<file path="config.mk">
export PLATFORM = sky130hd
export DESIGN_NAME = lfs_supervisor
export DESIGN_NICKNAME = d
export VERILOG_FILES = /design/src/common/lfs_pkg.sv /design/src/hw/lfs_filter.sv /design/src/hw/lfs_enable_pulse.sv /design/src/hw/lfs_supervisor.sv
export SDC_FILE = /design/constraint.sdc
export NUM_CORES = 1
export LEC_CHECK = 0
export BUFFER_PORTS_ARGS = -buffer_cell sky130_fd_sc_hd__buf_2
export CAP_MARGIN = 20
export CORE_MARGIN = 5
export CORE_UTILIZATION = 40
export DETAILED_ROUTE_END_ITERATION = 8
export GPL_TIMING_DRIVEN = 1
export PLACE_DENSITY = 0.65
export SYNTH_ARGS = -nofsm -noshare
export SYNTH_HDL_FRONTEND = slang
export SYNTH_SLANG_ARGS = --single-unit
</file>
<file path="constraint.sdc">
create_clock -name clk_in -period 5.57 [get_ports clk_in]
set_clock_uncertainty 0.2 [all_clocks]
set_input_delay 0.557 -clock clk_in [delete_from_list [all_inputs] [get_ports clk_in]]
set_output_delay 0.557 -clock clk_in [all_outputs]
set_load 0.03 [all_outputs]
</file>
<file path="src/common/lfs_pkg.sv">
// shared constants and types for the led fault supervisor
package lfs_pkg;
  localparam int CLK_MHZ = 25;
  localparam int NSINK = 3;
  // times as printed
  localparam int OV_SOFT_US = 100;
  localparam int UV_US = 100;
  localparam int OV_ACT_MS = 560;
  localparam int OV_SHORT_MS = 50;
  localparam int OV_RESTORE_MS = 160;
  localparam int RECOVERY_MS = 100;
  localparam int FILT_US = 1;
  localparam int CLR_MIN_US = 2;
  localparam int CLR_MAX_US = 20;
  localparam int SOFT_START_US = 100;
  localparam int STEP_US = 10;
  // derived cycle counts
  localparam logic [23:0] OV_SOFT_CYC = 24'(OV_SOFT_US * CLK_MHZ);
  localparam logic [23:0] UV_CYC = 24'(UV_US * CLK_MHZ);
  localparam logic [23:0] OV_ACT_CYC = 24'(OV_ACT_MS * 1000 * CLK_MHZ);
  localparam logic [23:0] OV_SHORT_CYC = 24'(OV_SHORT_MS * 1000 * CLK_MHZ);
  localparam logic [23:0] RESTORE_CYC = 24'(OV_RESTORE_MS * 1000 * CLK_MHZ);
  localparam logic [23:0] REC_CYC = 24'(RECOVERY_MS * 1000 * CLK_MHZ);
  localparam logic [23:0] SOFT_CYC = 24'(SOFT_START_US * CLK_MHZ);
  localparam logic [4:0] FILT_CYC = 5'(FILT_US * CLK_MHZ);
  localparam logic [9:0] CLR_MIN_CYC = 10'(CLR_MIN_US * CLK_MHZ);
  localparam logic [9:0] CLR_MAX_CYC = 10'(CLR_MAX_US * CLK_MHZ);
  localparam logic [9:0] CLR_OVER_CYC = 10'(CLR_MAX_US * CLK_MHZ + 1);
  localparam logic [7:0] STEP_CYC = 8'(STEP_US * CLK_MHZ);
  localparam logic [23:0] TMR_MAX = 24'hFFFFFF;
  localparam logic [7:0] TARGET_MAX = 8'hFF;
  localparam logic [7:0] TARGET_MIN = 8'h00;

  typedef enum logic [5:0] {
    ST_OFF = 6'h01,
    ST_STANDBY = 6'h02,
    ST_STARTUP = 6'h04,
    ST_SOFT = 6'h08,
    ST_ACTIVE = 6'h10,
    ST_RECOVERY = 6'h20
  } lfs_state_t;
endpackage

</file>
<file path="src/hw/lfs_filter.sv">
// persistence filter: hit once level has held for limit cycles
module lfs_filter
  import lfs_pkg::*;
  #(parameter int W = 24)
  (
  // clock and reset
  input wire logic clk_in,
  input wire logic rst_b_in,
  // level to qualify
  input wire logic en_in,
  input wire logic level_in,
  input wire logic [W-1:0] limit_in,
  // qualified level
  output logic hit_out
  );

  logic [W-1:0] cnt;

  // any gap in the level restarts the count
  always_ff @(posedge clk_in or negedge rst_b_in) begin
    if (!rst_b_in) begin
      cnt <= '0;
    end else if (!en_in || !level_in) begin
      cnt <= '0;
    end else if (cnt < limit_in) begin
      cnt <= cnt + 1'b1;
    end
  end

  assign hit_out = en_in && level_in && (cnt >= limit_in);
endmodule

</file>
<file path="src/hw/lfs_enable_pulse.sv">
// measures enable-low width in active: blank, clear or standby request
module lfs_enable_pulse
  import lfs_pkg::*;
  (
  // clock and reset
  input wire logic clk_in,
  input wire logic rst_b_in,
  // control
  input wire logic armed_in,
  input wire logic enable_in,
  // results
  output logic blank_out,
  output logic clear_out,
  output logic standby_out
  );

  logic [9:0] low_cnt;

  // saturates one past the window so a long low stays a long low
  always_ff @(posedge clk_in or negedge rst_b_in) begin
    if (!rst_b_in) begin
      low_cnt <= 10'h000;
    end else if (!armed_in || enable_in) begin
      low_cnt <= 10'h000;
    end else if (low_cnt != CLR_OVER_CYC) begin
      low_cnt <= low_cnt + 10'h001;
    end
  end

  assign blank_out = armed_in && !enable_in;
  assign clear_out = armed_in && enable_in && (low_cnt >= CLR_MIN_CYC) && (low_cnt <= CLR_MAX_CYC);
  assign standby_out = armed_in && !enable_in && (low_cnt == CLR_OVER_CYC);
endmodule

</file>
<file path="src/hw/lfs_supervisor.sv">
// fault supervision and state control for a three-string led driver
module lfs_supervisor
  import lfs_pkg::*;
  #(
  parameter logic [23:0] OV_ACT_CYC_P = OV_ACT_CYC,
  parameter logic [23:0] OV_SHORT_CYC_P = OV_SHORT_CYC,
  parameter logic [23:0] RESTORE_CYC_P = RESTORE_CYC,
  parameter logic [23:0] REC_CYC_P = REC_CYC
  )
  (
  // clock and reset
  input wire logic clk_in,
  input wire logic rst_b_in,
  // regulator and host
  input wire logic por_ok_in,
  input wire logic enable_input_in,
  // supply and thermal comparators
  input wire logic supply_ov_comp_in,
  input wire logic supply_uv_comp_in,
  input wire logic over_temp_comp_in,
  // per-sink comparators and ground sense
  input wire logic [2:0] sink_low_comp_in,
  input wire logic [2:0] sink_mid_comp_in,
  input wire logic [2:0] sink_high_comp_in,
  input wire logic [2:0] sink_grounded_in,
  // open-drain fault pin
  input wire logic fault_pin_in,
  output logic fault_pin_out,
  output logic fault_pin_oe_out,
  // power stage control
  output logic converter_en_out,
  output logic [2:0] sink_output_en_out,
  output logic [7:0] adaptive_target_voltage_out,
  // status
  output logic [5:0] state_out,
  output logic [2:0] sink_disabled_out,
  output logic supply_overvoltage_fault_out,
  output logic supply_undervoltage_fault_out,
  output logic over_temperature_fault_out,
  output logic open_string_fault_out,
  output logic shorted_string_fault_out
  );

  lfs_state_t st;
  lfs_state_t next_st;
  logic [23:0] tmr;
  logic [23:0] dwell;
  logic [23:0] ov_limit;
  logic ov_short;
  logic ov_hit;
  logic uv_hit;
  logic ot_hit;
  logic supply_fault;
  logic in_run;
  logic rec_exit;
  logic ov_flag;
  logic uv_flag;
  logic ot_flag;
  logic open_flag;
  logic short_flag;
  logic [2:0] sink_off;
  logic [2:0] mask;
  logic [2:0] low_f;
  logic [2:0] mid_f;
  logic [2:0] high_f;
  logic [2:0] win;
  logic [2:0] open_set;
  logic [2:0] short_set;
  logic [7:0] target;
  logic [7:0] step_cnt;
  logic step_tick;
  logic blank;
  logic clear_pulse;
  logic standby_req;
  logic [11:0] uv_run;

  assign in_run = (st == ST_SOFT) || (st == ST_ACTIVE);
  assign mask = ~sink_off;

  // overvoltage filter time follows the state and the shortened mode
  always_comb begin
    if (st == ST_SOFT) begin
      ov_limit = OV_SOFT_CYC;
    end else if (ov_short) begin
      ov_limit = OV_SHORT_CYC_P;
    end else begin
      ov_limit = OV_ACT_CYC_P;
    end
  end

  lfs_filter #(.W(24)) u_ov_filt (
    .clk_in(clk_in),
    .rst_b_in(rst_b_in),
    .en_in(in_run),
    .level_in(supply_ov_comp_in),
    .limit_in(ov_limit),
    .hit_out(ov_hit)
  );

  // undervoltage is watched in every state past power-on
  lfs_filter #(.W(24)) u_uv_filt (
    .clk_in(clk_in),
    .rst_b_in(rst_b_in),
    .en_in(st != ST_OFF),
    .level_in(supply_uv_comp_in),
    .limit_in(UV_CYC),
    .hit_out(uv_hit)
  );

  // comparator carries its own hysteresis, so its fall means cooled enough
  assign ot_hit = in_run && over_temp_comp_in;
  assign supply_fault = ov_hit || uv_hit || ot_hit;

  // per-sink 1 us filters and string fault detection
  generate
    for (genvar i = 0; i < NSINK; i++) begin : g_sink
      lfs_filter #(.W(5)) u_low (
        .clk_in(clk_in),
        .rst_b_in(rst_b_in),
        .en_in(1'b1),
        .level_in(sink_low_comp_in[i]),
        .limit_in(FILT_CYC),
        .hit_out(low_f[i])
      );
      lfs_filter #(.W(5)) u_mid (
        .clk_in(clk_in),
        .rst_b_in(rst_b_in),
        .en_in(1'b1),
        .level_in(sink_mid_comp_in[i]),
        .limit_in(FILT_CYC),
        .hit_out(mid_f[i])
      );
      lfs_filter #(.W(5)) u_high (
        .clk_in(clk_in),
        .rst_b_in(rst_b_in),
        .en_in(1'b1),
        .level_in(sink_high_comp_in[i]),
        .limit_in(FILT_CYC),
        .hit_out(high_f[i])
      );
      assign win[i] = !low_f[i] && !mid_f[i];
      assign open_set[i] = (st == ST_ACTIVE) && (target == TARGET_MAX) && mask[i] && low_f[i];
      assign short_set[i] = (st == ST_ACTIVE) && mask[i] && high_f[i]
                            && |(win & mask & ~(3'(3'h1 << i)));
    end
  endgenerate

  lfs_enable_pulse u_pulse (
    .clk_in(clk_in),
    .rst_b_in(rst_b_in),
    .armed_in(st == ST_ACTIVE),
    .enable_in(enable_input_in),
    .blank_out(blank),
    .clear_out(clear_pulse),
    .standby_out(standby_req)
  );

  assign rec_exit = (st == ST_RECOVERY) && (tmr >= REC_CYC_P) && !supply_ov_comp_in
                    && !supply_uv_comp_in && !over_temp_comp_in;

  always_comb begin
    next_st = st;
    case (st)
      ST_OFF: begin
        if (por_ok_in) begin
          next_st = ST_STANDBY;
        end
      end
      ST_STANDBY: begin
        // only enable matters here, but never start into a low supply
        if (enable_input_in && !uv_hit) begin
          next_st = ST_STARTUP;
        end
      end
      ST_STARTUP: begin
        if (uv_hit) begin
          next_st = ST_RECOVERY;
        end else if (!enable_input_in) begin
          next_st = ST_STANDBY;
        end else if (tmr == 24'(FILT_CYC)) begin
          next_st = ST_SOFT;
        end
      end
      ST_SOFT: begin
        if (supply_fault) begin
          next_st = ST_RECOVERY;
        end else if (!enable_input_in) begin
          next_st = ST_STANDBY;
        end else if (tmr == SOFT_CYC) begin
          next_st = ST_ACTIVE;
        end
      end
      ST_ACTIVE: begin
        // string faults do not leave active
        if (supply_fault) begin
          next_st = ST_RECOVERY;
        end else if (standby_req) begin
          next_st = ST_STANDBY;
        end
      end
      ST_RECOVERY: begin
        if (rec_exit) begin
          next_st = ST_ACTIVE;
        end
      end
      default: begin
        next_st = ST_OFF;
      end
    endcase
  end

  always_ff @(posedge clk_in or negedge rst_b_in) begin
    if (!rst_b_in) begin
      st <= ST_OFF;
    end else begin
      st <= next_st;
    end
  end

  // shared state timer, restarts on every state change
  always_ff @(posedge clk_in or negedge rst_b_in) begin
    if (!rst_b_in) begin
      tmr <= 24'h000000;
    end else if (next_st != st) begin
      tmr <= 24'h000000;
    end else if (tmr != TMR_MAX) begin
      tmr <= tmr + 24'h000001;
    end
  end

  // time spent in active, for restoring the long filter
  always_ff @(posedge clk_in or negedge rst_b_in) begin
    if (!rst_b_in) begin
      dwell <= 24'h000000;
    end else if (st != ST_ACTIVE) begin
      dwell <= 24'h000000;
    end else if (dwell != RESTORE_CYC_P) begin
      dwell <= dwell + 24'h000001;
    end
  end

  // set wins over the restore
  always_ff @(posedge clk_in or negedge rst_b_in) begin
    if (!rst_b_in) begin
      ov_short <= 1'b0;
    end else if (ov_hit) begin
      ov_short <= 1'b1;
    end else if (st == ST_ACTIVE && dwell == RESTORE_CYC_P) begin
      ov_short <= 1'b0;
    end
  end

  // adaptive target steps at a slow fixed pace so the loop can settle
  assign step_tick = (step_cnt == STEP_CYC);

  always_ff @(posedge clk_in or negedge rst_b_in) begin
    if (!rst_b_in) begin
      step_cnt <= 8'h00;
    end else if (st != ST_ACTIVE || step_tick) begin
      step_cnt <= 8'h00;
    end else begin
      step_cnt <= step_cnt + 8'h01;
    end
  end

  always_ff @(posedge clk_in or negedge rst_b_in) begin
    if (!rst_b_in) begin
      target <= TARGET_MIN;
    end else if (st == ST_STARTUP) begin
      target <= TARGET_MIN;
    end else if (st == ST_ACTIVE && step_tick) begin
      if (|(low_f & mask) && target != TARGET_MAX) begin
        target <= target + 8'h01;
      end else if (|mask && ((mid_f & mask) == mask) && target != TARGET_MIN) begin
        target <= target - 8'h01;
      end
    end
  end

  // disabled sinks leave both the loop and detection
  always_ff @(posedge clk_in or negedge rst_b_in) begin
    if (!rst_b_in) begin
      sink_off <= 3'h0;
    end else if (st == ST_STANDBY) begin
      sink_off <= 3'h0;
    end else if (st == ST_STARTUP && tmr == 24'(FILT_CYC)) begin
      sink_off <= sink_grounded_in;
    end else begin
      sink_off <= sink_off | open_set | short_set;
    end
  end

  // string fault flags: set wins over the clear pulse
  always_ff @(posedge clk_in or negedge rst_b_in) begin
    if (!rst_b_in) begin
      open_flag <= 1'b0;
    end else if (|open_set) begin
      open_flag <= 1'b1;
    end else if (clear_pulse || st == ST_STANDBY) begin
      open_flag <= 1'b0;
    end
  end

  always_ff @(posedge clk_in or negedge rst_b_in) begin
    if (!rst_b_in) begin
      short_flag <= 1'b0;
    end else if (|short_set) begin
      short_flag <= 1'b1;
    end else if (clear_pulse || st == ST_STANDBY) begin
      short_flag <= 1'b0;
    end
  end

  // supply fault flags hold until recovery succeeds
  always_ff @(posedge clk_in or negedge rst_b_in) begin
    if (!rst_b_in) begin
      ov_flag <= 1'b0;
      ot_flag <= 1'b0;
    end else begin
      if (ov_hit) begin
        ov_flag <= 1'b1;
      end else if (rec_exit) begin
        ov_flag <= 1'b0;
      end
      if (ot_hit) begin
        ot_flag <= 1'b1;
      end else if (rec_exit) begin
        ot_flag <= 1'b0;
      end
    end
  end

  // in standby a low supply is flagged without a recovery cycle
  always_ff @(posedge clk_in or negedge rst_b_in) begin
    if (!rst_b_in) begin
      uv_flag <= 1'b0;
    end else if (uv_hit) begin
      uv_flag <= 1'b1;
    end else if (rec_exit || (st == ST_STANDBY && !supply_uv_comp_in)) begin
      uv_flag <= 1'b0;
    end
  end

  // output drive
  assign converter_en_out = in_run;
  assign sink_output_en_out = (st == ST_ACTIVE && !blank) ? mask : 3'h0;
  assign fault_pin_out = 1'b0;
  assign fault_pin_oe_out = (st == ST_RECOVERY) || open_flag || short_flag || uv_flag;
  assign adaptive_target_voltage_out = target;
  assign state_out = st;
  assign sink_disabled_out = sink_off;
  assign supply_overvoltage_fault_out = ov_flag;
  assign supply_undervoltage_fault_out = uv_flag;
  assign over_temperature_fault_out = ot_flag;
  assign open_string_fault_out = open_flag;
  assign shorted_string_fault_out = short_flag;

  // consecutive cycles of raw undervoltage, for checking the filter
  always_ff @(posedge clk_in or negedge rst_b_in) begin
    if (!rst_b_in) begin
      uv_run <= 12'h000;
    end else if (!supply_uv_comp_in) begin
      uv_run <= 12'h000;
    end else if (uv_run != 12'hFFF) begin
      uv_run <= uv_run + 12'h001;
    end
  end
endmodule

</file>
### After elaboration in Yosys (flattened, before gate mapping)

Index checks and enable logic that the tools add are counted.

| cells by class | value |
|---|---|
| add/subtract/negate cells | 17 |
| order comparisons | 25 |
| equality and inequality tests | 29 |
| multiplexer cells | 60 |
| bitwise operators | 6 |
| reductions and logical operators | 100 |

Operator list:

| cell | count |
|---|---|
| 2-to-1 mux 24 bit | 10 |
| adder 24 x 1 -> 24 bit (second input constant) | 4 |
| 2-to-1 mux 5 bit | 18 |
| 2-to-1 mux 6 bit | 11 |
| logical AND 1 bit | 51 |
| adder 5 x 1 -> 5 bit (second input constant) | 9 |
| greater-or-equal comparator 5 bit (second input constant) | 9 |
| less-than comparator 5 bit (second input constant) | 9 |
| 2-to-1 mux 8 bit | 5 |
| case mux 6 bit (6 select lines) | 1 |
| == test 24 x 12 -> 1 bit (second input constant) | 1 |
| == test 24 x 22 -> 1 bit (second input constant) | 1 |
| == test 24 x 5 -> 1 bit (second input constant) | 1 |
| greater-or-equal comparator 24 x 12 -> 1 bit (second input constant) | 1 |
| greater-or-equal comparator 24 x 22 -> 1 bit (second input constant) | 1 |
| greater-or-equal comparator 24 bit | 1 |
| less-than comparator 24 x 12 -> 1 bit (second input constant) | 1 |
| less-than comparator 24 bit | 1 |
| != test 24 x 22 -> 1 bit (second input constant) | 1 |
| != test 24 bit (second input constant) | 1 |
| nonzero test 2 bit | 12 |
| 2-to-1 mux 10 bit | 2 |
| != test 2 x 1 -> 1 bit (second input constant) | 9 |
| adder 8 x 1 -> 8 bit (second input constant) | 2 |
| 30 further kinds | 75 |

| word-level totals | value |
|---|---|
| flip-flop bits (word level) | 182 |
| bits of input ports | 20 |
| output and inout bits | 28 |
| word-level logic and storage cells | 261 |

### Longest topological paths before layout

| logic depth | value |
|---|---|
| depth after elaboration | 10 |
| gate-level depth with buffers | 15 |
| gate-level depth less buffers | 15 |

### By module

Synthesis repeated with hierarchy kept, for this count alone.

| unflattened totals | value |
|---|---|
| cells, all modules | 1444 |
| area total of the unflattened synthesis | 12648.4 um2 |

Modules (own cells, without submodules):

| module | instances | cells each | area an instance (um2) | sequential area each (um2) |
|---|---|---|---|---|
| lfs_supervisor | 1 | 510 | 4626.9 | 1978.1 |
| lfs_filter (u_ov_filt ...) | 2 | 222 | 1906.8 | 600.6 |
| lfs_filter (g_sink[0].u_high ...) | 9 | 47 | 399.1 | 125.1 |
| lfs_enable_pulse | 1 | 67 | 615.6 | 250.2 |

### Least setup slack after synthesis

No wires, ideal clock.

| path | value |
|---|---|
| path kind | flip-flop to flip-flop |
| from | reg st[5] (netlist: state_out[5]) |
| to | reg tmr[11] |
| setup time | 0.095 ns |
| arrival time | 3.795 ns |
| data required time | 5.275 ns |
| setup slack | 1.480 ns |
| cell stages (with the launch flop) | 15 |
| path buffers | 2 |
| clock period less this slack | 4.090 ns |
| path through | dfrtp_1 buf_6 or4_4 nor2_1 nor2_1 inv_1 ha_1 nand4_1 or2_0 a2111o_2 a31o_1 a41o_1 xor2_2 buf_6 nor4b_2 |

| on the way | value |
|---|---|
| word-level cells in the longest chain between the ends | 10 |
| elaborated cells between the ends (all ways) | 40 |
| those cells by class | order compare: 1; eq/ne: 8; mux: 14; reduce/logical: 17 |

Ends and longest elaborated chain:

| what | line | text |
|---|---|---|
| start: declaration | lfs_supervisor.sv:44 | `lfs_state_t st;` |
| start signal: assignment | lfs_supervisor.sv:216 | `st <= next_st;` |
| == test 6 x 4 -> 1 bit or == test 6 x 5 -> 1 bit (tied branches) | -- |  |
| 2-to-1 mux 24 bit or logical OR 1 bit (tied branches) | lfs_supervisor.sv:82, lfs_supervisor.sv:77 |  |
| greater-or-equal comparator 24 bit or logical AND 1 bit (tied branches) | lfs_filter.sv:30 | `assign hit_out = en_in && level_in && (cnt >= limit_in);` |
| logical AND 1 bit | lfs_filter.sv:30 |  |
| logical OR 1 bit (2 in a row) | lfs_supervisor.sv:112 | `assign supply_fault = ov_hit \|\| uv_hit \|\| ot_hit;` |
| 2-to-1 mux 6 bit, on equally long branches | lfs_supervisor.sv:195, lfs_supervisor.sv:185 |  |
| case mux 6 bit (6 select lines) * | lfs_supervisor.sv:163 | `case (st)` |
| net next_st[4] | lfs_supervisor.sv:45 | `lfs_state_t next_st;` |
| != test 6 bit * | lfs_supervisor.sv:224 | `end else if (next_st != st) begin` |
| 2-to-1 mux 24 bit or nonzero test 2 bit (tied branches) | -- |  |
| end signal: assignment | lfs_supervisor.sv:227 | `tmr <= tmr + 24'h000001;` |
| end: declaration | lfs_supervisor.sv:46 | `logic [23:0] tmr;` |

The timed path passes the listed nets; every way through them passes the cells marked *.
A chain may end at the register's enable or synchronous reset.

### Worst setup path after layout

| path | value |
|---|---|
| from | reg g_sink[0].u_low.cnt[1] |
| to | reg target[7] (netlist: adaptive_target_voltage_out[7]) |

| on the way | value |
|---|---|
| word-level cells in the longest chain between the ends | 8 |
| elaborated cells between the ends (all ways) | 10 |
| those cells by class | order compare: 1; mux: 3; bitwise: 1; reduce/logical: 5 |

Ends and longest elaborated chain:

| what | line | text |
|---|---|---|
| start: declaration | lfs_filter.sv:17 | `logic [W-1:0] cnt;` |
| start signal: assignment | lfs_filter.sv:26 | `cnt <= cnt + 1'b1;` |
| greater-or-equal comparator 5 bit * | lfs_filter.sv:30 |  |
| logical AND 1 bit * | lfs_filter.sv:30 |  |
| bitwise AND 3 bit * | lfs_supervisor.sv:272 | `if (\|(low_f & mask) && target != TARGET_MAX) begin` |
| OR reduction 3 bit * | lfs_supervisor.sv:272 |  |
| logical AND 1 bit * | lfs_supervisor.sv:272 |  |
| 2-to-1 mux 8 bit | lfs_supervisor.sv:272 |  |
| 2-to-1 mux 8 bit | lfs_supervisor.sv:271 | `end else if (st == ST_ACTIVE && step_tick) begin` |
| 2-to-1 mux 8 bit | lfs_supervisor.sv:269 | `end else if (st == ST_STARTUP) begin` |
| end signal: assignment | lfs_supervisor.sv:273 | `target <= target + 8'h01;` |
| end signal: assignment | lfs_supervisor.sv:275 | `target <= target - 8'h01;` |
| end: declaration | lfs_supervisor.sv:69 | `logic [7:0] target;` |

Mark *: on every way between the ends. The rest lies on a longest branch, timed or not. The select of a mux whose other input is x is not followed.

==> qor.yml <==
outcome:
  outcome: "finished, final reports clean"
synth:
  synthMuxAreaShare_pct: 0.281
  synth_top_family_by_area: "simple AND/OR/NAND/NOR gates"
  syn_inst: 1144
  synth.avg_cell_area_um2: 9.33
  synth_compound_area_share_pct: 10.9
  ys_seq_elements: 182
  synthDistinctLibCells: 83
  synthArstFlopShare_pct: 100
  netlist_area_um2: 10700
  synth_xor_area_share_pct: 7.70
  synth_edf_count: 0
  synth_ff_type: "dfrtp_1"
  syn_nets: 1216
  ys_seq_area_share_pct: 42.7
  synthAdderAreaFrac_pct: 6.16
  yosys.area_share.simple_pct: 28.7
  ys_warn_count: 0
route:
  vias: 8387
  dr.pass1.iters: 5
  viasPerCell: 5.49
  ant_nets: 0
  avgRoutedWirePerCell_um: 15.3
  drt_iter0_markers: 556
  drc: 0
  drt_wl_total_um: 23500
timing:
  max_slew_margin_pct: 33.5
  finalHoldViolCount: 0
  max_freq_ghz: 0.227
  min_period_ps: 4400
  worst_slack_ps: 1170
  slew_viol_final: 0
  fin_tns_setup_ps: 0
  fin_crit_sh_pct: 79.0
  rsz0062_at_grt: "false"
  finalSetupViolations: 0
  max_slew.worst_pin.slew_ps: 989
global_routing:
  grt_pass1_vias: 8100
  grt_max_degree: 88
  grt.overflow.total: 0
  antenna_found_initial: 0
  grt_pass1_wl_um: 40500
  grt_usage_pct: 15.8
floorplan:
  rows: 59
  die_h_um: 173
  initial_core_util_pct: 40.7
  design.die.area_um2: 30100
  ios: 48
  core_um2: 26200
  die_x_um: 173
placed_design:
  dpl.hpwl_um: 16500
  dpl-instance-area_um2: 11200
  port_buffers: 45
  place.gp.congestion: 0.847
  place_ws_ps: 1320
setup_path:
  path_class: "flip-flop to flip-flop"
  r2r-start: "g_sink[0].u_low.cnt[1]"
  crit_arrival_ps: 4550
  r2r-end: "adaptive_target_voltage_out[7]"
  crit_required_ps: 5720
  start_kind: "flip-flop"
  cp-startpoint: "g_sink[0].u_low.cnt[1]"
  path_max_fanout: 7
  cp-end-kind: "flip-flop"
  ff2ff_path_depth: 15
  r2r_slack_ps: 1170
finish:
  finalNetCount: 1252
  drive_above_1_share_pct: 11.1
  design_area_um2: 11800
  final_util_pct: 44.9
  area_growth_pct: 10.3
clock_tree:
  cts_resized: 0
  cts_tree: "yes"
  numCtsBuffers: 17
  path_clk_slew_ps: 80
  cts.sinks: 182
  clock-root-buffer: "clkbuf_16"
  hold_buffers: 1
  clkLatencyLatePin_ps: 430
  htreeDepth: 4
  post_cts_buffers: 0
  clk_path_buf_depth: 2
worst_hold_path:
  hold_depth: 2
  hold_end: "g_sink[2].u_low.cnt[1]"
  hold_class: "input port to flip-flop"
  holdCritStartpoint: "sink_low_comp_in[2]"
power_and_ir_drop:
  fin_total_pwr_mw: 3.16
  vdd_drop_max_mv: 0.179
  powerDensity_nw_per_um2: 268
  p_leak_nw: 4.84
job:
  max_cap_violations: 0
## layout by cell type, fill, tap and decap left out, types with 4 or more instances in the layout
master,synthesis,layout
nor3b_1,16,16
xor2_1,38,38
a31oi_1,22,22
or3_1,9,9
or4_1,8,8
o211ai_1,9,9
o22ai_1,7,7
nand4_1,21,21
a311oi_1,4,4
nand4b_1,7,7
nor4_2,18,18
a211oi_1,10,10
nor2_1,145,145
and4_1,12,12
a21o_1,4,4
o21ai_1,5,5
inv_6,0,7
o211a_1,4,4
nand2_1,89,89
ha_1,51,51
nor3_1,37,37
inv_1,50,50
buf_4,1,8
o21ai_0,33,33
buf_2,6,44
and3_1,18,18
and2_1,24,24
nor4_1,39,39
nand3_1,68,68
dfrtp_1,181,181
xnor2_1,54,54
clkbuf_16,0,17
nor4b_1,7,7
nor2b_1,11,11
a21oi_1,36,36
## worst max-delay path by stage
stage | cells after the start | slack, ps | to
floorplan | 14 | 1480 | tmr[11]
global placement | 13 | 1350 | u_ov_filt.cnt[23]
detailed placement | 15 | 1320 | adaptive_target_voltage_out[7]
CTS | 15 | 1260 | adaptive_target_voltage_out[7]
global route | 15 | 800 | adaptive_target_voltage_out[7]
finish | 15 | 1170 | adaptive_target_voltage_out[7]
## logic make-up after synthesis
| group | after synthesis |
|---|---|
| mux | 3 |
| fa+ha+maj | 52 |
| buf+inv | 88 |
| simple gates | 556 |
| compound gates | 169 |
| flops | 182 |
| xor+xnor | 93 |
| other cells | 1 |
## synth_stat cells (22+ instances only)
library cell / instances / area share, %
xnor2_1: 54 / 4.4
nand3_1: 68 / 3.2
nor3_1: 37 / 1.7
nor2_1: 145 / 5.1
nor4_1: 39 / 2.3
a31oi_1: 22 / 1.3
a21oi_1: 36 / 1.7
clkbuf_1: 23 / 0.81
xor2_1: 38 / 3.1
and2_1: 24 / 1.4
nand2_1: 89 / 3.1
o21ai_0: 33 / 1.5
ha_1: 51 / 6.0
dfrtp_1: 181 / 42
inv_1: 50 / 1.8
## where the power goes
group | internal (mW) | total (mW) | switching (mW)
Combinational | 0.171 | 0.532 | 0.361
Clock | 0.589 | 1.16 | 0.568
Sequential | 1.37 | 1.47 | 0.0955
## worst max-delay path, cell delays in order, from the launching register on
cell and delay [ps]:
dfrtp_1 450, inv_1 90, ha_1 180, nor4_1 260
nor3_1 140, a222oi_1 560, nor2_1 170, inv_1 230
ha_1 270, a21o_1 170, a21oi_1 210, o21bai_1 110
a2111oi_0 650, o32ai_1 190, a21oi_1 220, mux2i_1 200
## layer usage
layer	global-route usage, %	up-vias	routed length, um
li1	-	4193	-
met1	21.8	4051	11200
met2	25.6	114	11000
met3	2.55	29	700
met4	5.19	0	498
met5	0	-	0
## cell type report
class	instances	area, um^2
repair buffers	54	304
well taps	335	419
flip-flops and latches	182	4560
multi-input cells	874	5740
fillers	2466	14400
inverters	51	193
clock buffers	17	425
diodes	1	2.50
clock inverters	15	133
## registers in the layout, summed over array words and instances (netlist names), 8 cells and up
register,count
adaptive_target_voltage_out,8
u_pulse.low_cnt,10
g_sink.u_low.cnt,15
g_sink.u_mid.cnt,15
dwell,24
g_sink.u_high.cnt,15
step_cnt,8
u_ov_filt.cnt,24
u_uv_filt.cnt,24
tmr,24
## metrics by stage
step,hold WS (ps),instances
after floorplan,61.4,1144
after global placement,277,1495
after detailed placement,272,1495
after CTS,126,1528
after global routing,142,1528
final,145,1529
Power figures use the tool's default switching activity.
